`src/pkg/udc_pkg.sv`:
```
/*
 * Constants and types for the four-bit up/down counter.
 * Assumes a single system clock; count clocks and controls arrive as pins.
 */
package udc_pkg;

   // ==========================================================
   // Widths and values
   localparam int unsigned CNT_W   = 4;
   localparam int unsigned CTRL_W  = 4;
   localparam int unsigned SYNC_W  = CNT_W + CTRL_W;
   localparam logic [CNT_W-1:0] CNT_ZERO = 4'h0;
   localparam logic [CNT_W-1:0] CNT_MAX  = 4'hf;
   localparam logic [CNT_W-1:0] CNT_STEP = 4'h1;

   // ==========================================================
   // Synchroniser bit positions and reset levels
   localparam int unsigned POS_UP   = 7;
   localparam int unsigned POS_DN   = 6;
   localparam int unsigned POS_CLR  = 5;
   localparam int unsigned POS_LDN  = 4;
   // Idle levels: both clocks high, load released, clear released
   localparam logic [SYNC_W-1:0] SYNC_RST = 8'hd0;
   localparam logic              TC_IDLE  = 1'h1;
   localparam logic              CLK_IDLE = 1'h1;

   // ==========================================================
   // Operation selected each cycle
   typedef enum logic [4:0] {
      UDC_HOLD  = 5'h01,
      UDC_UP    = 5'h02,
      UDC_DOWN  = 5'h04,
      UDC_LOAD  = 5'h08,
      UDC_CLEAR = 5'h10
   } udc_mode_t;

endpackage

```
`src/rtl/udc_counter.sv`:
```
/*
 * Four-bit reversible binary counter with separate up and down count clocks,
 * parallel preset, master clear and cascadable carry and borrow outputs.
 * Assumes all pin inputs are asynchronous to CLK and are oversampled by it;
 * each count clock level must last at least two CLK periods.
 */
`timescale 1ns/10ps

module udc_counter
   import udc_pkg::*;
(
   // Clock and reset
   input  wire logic             CLK,
   input  wire logic             RSTN,
   // Count clocks
   input  wire logic             COUNT_UP_CLOCK,
   input  wire logic             COUNT_DOWN_CLOCK,
   // Controls
   input  wire logic             LOAD_N,
   input  wire logic             MASTER_CLEAR,
   input  wire logic [CNT_W-1:0] PRESET_INPUTS,
   // Count and cascade outputs
   output logic      [CNT_W-1:0] COUNT_OUTPUTS,
   output logic                  CARRY_OUT_N,
   output logic                  BORROW_OUT_N
);

   // ==========================================================
   // Input synchronisation
   logic [SYNC_W-1:0] pins_raw;
   logic [SYNC_W-1:0] pins_s;
   logic              up_s;
   logic              dn_s;
   logic              clr_s;
   logic              ld_n_s;
   logic [CNT_W-1:0]  preset_s;

   assign pins_raw = {COUNT_UP_CLOCK, COUNT_DOWN_CLOCK, MASTER_CLEAR, LOAD_N, PRESET_INPUTS};

   udc_sync #(
      .WIDTH   (SYNC_W),
      .RST_VAL (SYNC_RST)
   ) udc_sync_inst (
      .clk  (CLK),
      .rstn (RSTN),
      .d    (pins_raw),
      .q    (pins_s)
   );

   assign up_s     = pins_s[POS_UP];
   assign dn_s     = pins_s[POS_DN];
   assign clr_s    = pins_s[POS_CLR];
   assign ld_n_s   = pins_s[POS_LDN];
   assign preset_s = pins_s[CNT_W-1:0];

   // ==========================================================
   // Edge detection
   // History runs through clear and load, so a clock held low across them
   // still yields a countable rising edge afterwards.
   logic up_prev_r;
   logic dn_prev_r;
   logic up_rise;
   logic dn_rise;

   always_ff @(posedge CLK or negedge RSTN) begin
      if (!RSTN) begin
         up_prev_r <= CLK_IDLE;
         dn_prev_r <= CLK_IDLE;
      end else begin
         up_prev_r <= up_s;
         dn_prev_r <= dn_s;
      end
   end

   assign up_rise = up_s & ~up_prev_r;
   assign dn_rise = dn_s & ~dn_prev_r;

   // ==========================================================
   // Operation select
   // An edge with the other clock low, or both rising at once, is dropped:
   // the driver must not do that, and dropping is the safe outcome.
   logic      up_ok;
   logic      dn_ok;
   udc_mode_t mode;

   assign up_ok = up_rise & dn_s & ~dn_rise;
   assign dn_ok = dn_rise & up_s & ~up_rise;
   assign mode  = clr_s   ? UDC_CLEAR :
                  !ld_n_s ? UDC_LOAD  :
                  up_ok   ? UDC_UP    :
                  dn_ok   ? UDC_DOWN  :
                            UDC_HOLD;

   // ==========================================================
   // Count state
   logic [CNT_W-1:0] count_r;
   logic [CNT_W-1:0] count_nxt;
   logic             carry_r;
   logic             carry_nxt;
   logic             borrow_r;
   logic             borrow_nxt;

   always_comb begin
      case (mode)
         UDC_CLEAR: count_nxt = CNT_ZERO;
         UDC_LOAD:  count_nxt = preset_s;
         UDC_UP:    count_nxt = count_r + CNT_STEP;
         UDC_DOWN:  count_nxt = count_r - CNT_STEP;
         default:   count_nxt = count_r;
      endcase
   end

   // Terminal flags follow the clock level, so they mirror its waveform
   assign carry_nxt  = ~((count_nxt == CNT_MAX) & ~up_s);
   assign borrow_nxt = ~((count_nxt == CNT_ZERO) & ~dn_s);

   always_ff @(posedge CLK or negedge RSTN) begin
      if (!RSTN) begin
         count_r  <= CNT_ZERO;
         carry_r  <= TC_IDLE;
         borrow_r <= TC_IDLE;
      end else begin
         count_r  <= count_nxt;
         carry_r  <= carry_nxt;
         borrow_r <= borrow_nxt;
      end
   end

   assign COUNT_OUTPUTS = count_r;
   assign CARRY_OUT_N   = carry_r;
   assign BORROW_OUT_N  = borrow_r;
endmodule

```
`src/rtl/udc_sync.sv`:
```
/*
 * Two-flop synchroniser for a group of independent pin levels.
 * Assumes each bit is an unrelated level; no bus coherency is given.
 */
`timescale 1ns/10ps
module udc_sync #(
   parameter int unsigned       WIDTH   = 8,
   parameter logic [WIDTH-1:0]  RST_VAL = '0
) (
   // Clock and reset
   input  wire logic             clk,
   input  wire logic             rstn,
   // Levels
   input  wire logic [WIDTH-1:0] d,
   output logic      [WIDTH-1:0] q
);

   logic [WIDTH-1:0] meta_r;

   // First stage is read only by the second
   always_ff @(posedge clk or negedge rstn) begin
      if (!rstn) begin
         meta_r <= RST_VAL;
         q      <= RST_VAL;
      end else begin
         meta_r <= d;
         q      <= meta_r;
      end
   end

endmodule

```
`config.mk`:
```
export PLATFORM = sky130hd
export DESIGN_NAME = udc_counter
export DESIGN_NICKNAME = d
export VERILOG_FILES = /design/src/pkg/udc_pkg.sv /design/src/rtl/udc_counter.sv /design/src/rtl/udc_sync.sv
export SDC_FILE = /design/constraint.sdc
export NUM_CORES = 1
export LEC_CHECK = 0
export BUFFER_PORTS_ARGS = -buffer_cell sky130_fd_sc_hd__buf_2
export CAP_MARGIN = 20
export CORE_UTILIZATION = 59
export CTS_BUF_LIST = sky130_fd_sc_hd__clkbuf_8
export DETAILED_ROUTE_END_ITERATION = 8
export GPL_ROUTABILITY_DRIVEN = 0
export PLACE_DENSITY = 0.94
export SLEW_MARGIN = 20
export SYNTH_ARGS = -nofsm -noshare
export SYNTH_HDL_FRONTEND = slang
export SYNTH_SLANG_ARGS = --single-unit
```
`constraint.sdc`:
```
create_clock -name CLK -period 6 [get_ports CLK]
set_input_delay 0.9 -clock CLK [delete_from_list [all_inputs] [get_ports CLK]]
set_output_delay 0.9 -clock CLK [all_outputs]
set_load 0.005 [all_outputs]
```
After elaboration in Yosys (flattened, before gate mapping)
Cells that the tools add are included.
{"block": "classes", "addsub": 2, "eq_ne": 5, "mux": 5, "n_bitwise": 16, "n_reduce_logical": 1}
{"operator": "$pmux W4 S4", "count": 1}
{"operator": "$and A1 B1 Y1", "count": 8}
{"operator": "$not A1 Y1", "count": 8}
{"operator": "$mux W3", "count": 2}
{"operator": "$eq A5 B2 Y1 const B", "count": 1}
{"operator": "$eq A5 B3 Y1 const B", "count": 1}
{"operator": "$eq A5 B4 Y1 const B", "count": 1}
{"operator": "$eq A5 B5 Y1 const B", "count": 1}
{"operator": "$mux W5", "count": 1}
{"operator": "$add A4 B1 Y4 const B", "count": 1}
{"operator": "$eq A4 B4 Y1 const B", "count": 1}
{"operator": "$logic_not A4 Y1", "count": 1}
{"operator": "$mux W4", "count": 1}
{"operator": "$sub A4 B1 Y4 const B", "count": 1}
{"block": "word_totals", "ff_bits": 24, "in_bits": 10, "out_inout_bits": 6, "elab_cells": 36}

Logic depth before layout (Yosys ltp)
{"block": "logic_depth", "depth_word": 13, "depth_mapped": 9, "ltp_nobuf": 8}

Cells and area by module
Synthesis repeated with hierarchy kept, for this count alone.
{"block": "unflattened", "cells_unflattened": 56, "hier_area_um2": 865.8}
{"module": "udc_counter", "instances": 1, "cells_per_inst": 40, "area_per_inst_um2": 457.9, "seq_area_each_um2": 205.2}
{"module": "udc_sync", "instances": 1, "cells_per_inst": 16, "area_per_inst_um2": 407.9, "seq_area_each_um2": 407.9}

Least setup slack after synthesis
No wires, ideal clock.
{"block": "synth_timing", "path_type": "register to register", "start": "register udc_sync_inst.q[4]", "end": "register borrow_r (netlist: BORROW_OUT_N)", "setup_ns": 0.088, "t_arrival_ns": 2.673, "slack_ns": 3.239, "path_stages_with_launch": 10, "path_cell_list": "dfstp_2 > buf_2 > nand3_1 > nor4b_1 > ha_1 > a21o_1 > a21oi_1 > mux2i_1 > o22a_1 > or3_1"}
{"block": "synth_via", "elab_chain_len": 7, "elab_cells_between_ends": 10}
{"element": "start: declaration", "line": "udc_sync.sv:15", "text": "output logic [WIDTH-1:0] q"}
{"element": "start signal: assignment", "line": "udc_sync.sv:27", "text": "q <= meta_r;"}
{"element": "$mux W4 (*)", "line": "udc_counter.sv:89", "text": "!ld_n_s ? UDC_LOAD :"}
{"element": "$mux W5 (*)", "line": "udc_counter.sv:88", "text": "assign mode = clr_s ? UDC_CLEAR :"}
{"element": "$eq A5 B3 Y1, or another cell as far along", "line": "udc_counter.sv:104", "text": "case (mode)"}
{"element": "$pmux W4 S4 (*)", "line": "udc_counter.sv:104"}
{"element": "via count_nxt[3]", "line": "udc_counter.sv:97", "text": "logic [CNT_W-1:0] count_nxt;"}
{"element": "$logic_not A4 Y1 (*)", "line": "udc_counter.sv:115", "text": "assign borrow_nxt = ~((count_nxt == CNT_ZERO) & ~dn_s);"}
{"element": "$and A1 B1 Y1 (*)", "line": "udc_counter.sv:115"}
{"element": "$not A1 Y1 (*)", "line": "udc_counter.sv:115"}
{"element": "via borrow_nxt", "line": "udc_counter.sv:101", "text": "logic borrow_nxt;"}
{"element": "end signal: assignment", "line": "udc_counter.sv:125", "text": "borrow_r <= borrow_nxt;"}
{"element": "end: declaration", "line": "udc_counter.sv:100", "text": "logic borrow_r;"}
Mark *: on every way through the listed nets, which the timed path passes. The rest lies on a longest branch.

Worst setup path after layout
Ends and elaborated chain as after synthesis.

==> reports/results.txt <==
Register share of total power -> 58.5%
Internal cell power -> 0.000242 W
# DRC -> 0
Cell variety after synth -> 25
Cells after Synth -> 60
Status -> completed
Std cell rows -> 13
GRT overflow -> 0
Peak supply drop -> 0.241 mV
Clock Latency Late Sink -> 0.26 ns
Final Skew -> 0.00396 ns
Antenna Cells -> 0
Chip Height -> 41.1 um
Via count -> 533
Vias/cell -> 5.73
Synth Register Bits -> 24
Starting Density -> 66.1%
Overall Global Routing Usage -> 22.5%
Worst Hold Class -> reg2reg
Yosys top cell area share -> 38.8%
YS warnings -> 0
Port Buffers -> 15
Minimum clock period -> 3.00 ns
Max-capacitance violation count -> 0
Critical Path Fanout Max -> 10
Fin cells -> 93
Synth Area per Inst -> 15.1 um^2
Total net switching power -> 0.0000787 W
Switch share -> 24.6%
CTS hold repair buffers -> 0
Root buffer cell -> clkbuf_8
First-pass GRT wire length -> 2280 um
Footprint of the multi-input gates -> 285 um^2
Post-Syn Area -> 903 um^2
Most frequent cells in the layout -> buf_2, dfrtp_1, dfstp_2
Final Hold Fails -> 0
Post-synth net total -> 73
TritonRoute pass-1 iters -> 4
Setup TNS Final -> 0 ns
Pleak -> 0.486 nW
Placed insts -> 89
Sequential standard cell area -> 613 um^2
CTS max path bufs -> 2
Post-detail-place hpwl -> 1000 um
Setup bufs post-CTS -> 0
Final Setup Violations -> 0
Worst Path Class, Setup -> reg2reg
Clock Pin Slew Worst Setup and Hold Paths -> 0.08 ns
Cell Pwr Density -> 309 nW/um^2
Startpoint types -> register
I/O Pins -> 16
Slew Viols, Final -> 0
Core area -> 1370 um^2
Setup WS pre-CTS -> 2.98 ns
RSZ-0062 raised after global routing -> no
Vias in the first global route -> 514
Initial antenna violation count -> 0
CTS tree -> built
Die W -> 41.1 um
Final worst slack -> 3.00 ns
Share of layout cells above drive strength 1 -> 39.7%
Top cell type by total area after synthesis -> dfrtp_1
Largest net degree at the start of global routing -> 25
Fillers -> 89
CTS H-tree lvls -> 1
Post-synthesis sequential area ratio -> 67.9%
Synth area leaders -> dfrtp_1, dfstp_2, a311oi_2, ha_1, fa_1
CTS buffer count -> 3
Clock Sinks -> 24
Slew @ Worst Pin -> 0.782 ns
Antenna Nets Post-Route -> 0
Final Cycle Share -> 50.1%
DIE AREA -> 1690 um^2
WL/cell -> 16.3 um
Initial DRC Count -> 11
Syn-to-layout area delta -> 14.8%
R2R Setup Slk -> 3.00 ns
Number of gates resized after CTS -> 0
Slew HR -> 47.1%
Post-layout net count -> 92
Wirelength, routed -> 1510 um
Worst setup EP type -> register
Logic gate share of total power -> 12.2%
WP data required -> 6.18 ns
Clock power share -> 29.3%
Most common cell after layout, fill and taps aside -> buf_2
CP Data Arrival Time -> 3.18 ns
Fmax -> 333 MHz
-- final timing paths --
check                                              from                      end  cells after the start
max in group asynchronous                          RSTN             BORROW_OUT_N                      1
worst max-delay path                 udc_sync_inst.q[4]             BORROW_OUT_N                      8
worst max register to register       udc_sync_inst.q[4]             BORROW_OUT_N                      8
min in group asynchronous                          RSTN  udc_sync_inst.meta_r[5]                      1
worst min register to register  udc_sync_inst.meta_r[7]       udc_sync_inst.q[7]                      0
worst min-delay path            udc_sync_inst.meta_r[7]       udc_sync_inst.q[7]                      0
-- registers in the layout, summed over array words and instances (netlist names) --
name,count
BORROW_OUT_N,1
udc_sync_inst.q,8
COUNT_OUTPUTS,4
CARRY_OUT_N,1
udc_sync_inst.meta_r,8
dn_prev_r,1
up_prev_r,1
-- metal layers --
layer	part of all wire [%]	vias up	track usage [%]
li1	-	257	-
met1	44	260	26.3
met2	53	14	39.5
met3	2.6	2	4.89
met4	0.86	0	9.68
met5	0	-	0
-- worst max-delay path, cell delays in order (launching register included) --
cell	delay, ns
dfstp_2	0.64
nand3_1	0.13
nor4b_1	0.67
ha_1	0.37
a21o_1	0.15
a21oi_1	0.26
mux2i_1	0.11
o22a_1	0.23
or3_1	0.36
-- cells by family (layout without fill, tap and decap cells) --
group | Yosys count | in the layout | share of synthesized area [%]
flops | 24 | 24 | 67.9
xor+xnor | 2 | 2 | 2.77
buf+inv | 1 | 19 | 0.553
mux | 2 | 2 | 2.22
fa+ha+maj | 3 | 3 | 4.99
simple gates | 15 | 15 | 10.1
compound gates | 13 | 13 | 11.5
-- final cells by class --
| class | instances | share of cell area [%] |
|---|---|---|
| clock buffer | 3 | 3.98 |
| sequential | 24 | 59.1 |
| timing repair buffer | 15 | 7.24 |
| tap | 15 | 1.81 |
| clock inverter | 1 | 0.362 |
| multi-input combinational | 35 | 27.5 |
-- synthesized netlist by cell type --
library cell and number:
dfrtp_1 14, dfstp_2 10, a21oi_1 3, nor2_1 3, or3_1 3, a311oi_2 2
ha_1 2, mux2i_1 2, nand3_1 2, nor4b_1 2, o21ai_1 2, o21bai_1 2
a21o_1 1, and3b_1 1, buf_2 1, fa_1 1, nand2_1 1, nand2b_1 1
nand4_1 1, o22a_1 1, o2bb2ai_1 1, o311ai_0 1, or3b_1 1, xnor2_2 1
xor2_1 1
-- power groups by stage --
stage          clock [W]  sequential, W  combinational [W]
2_1_floorplan          0       0.000188          0.0000232
3_3_place_gp           0       0.000189          0.0000374
3_5_place_dp           0       0.000190          0.0000386
4_1_cts        0.0000957       0.000188          0.0000391
5_1_grt         0.000102       0.000189          0.0000441
6_report       0.0000939       0.000187          0.0000391
-- metrics by stage --
| stage | instance area (um^2) | utilization, % | hold WS [ns] | power (W) |
|---|---|---|---|---|
| 2_1_floorplan | 903 | - | 0.331 | 0.000211 |
| 3_3_place_gp | 992 | 72.6 | 0.331 | 0.000227 |
| 3_5_place_dp | 992 | 72.6 | 0.337 | 0.000229 |
| 4_1_cts | 1040 | 75.9 | 0.359 | 0.000322 |
| 5_1_grt | 1040 | 75.9 | 0.364 | 0.000336 |
| 6_report | 1040 | 75.9 | 0.359 | 0.000320 |
Note: power is estimated with default switching activity, not from simulation.
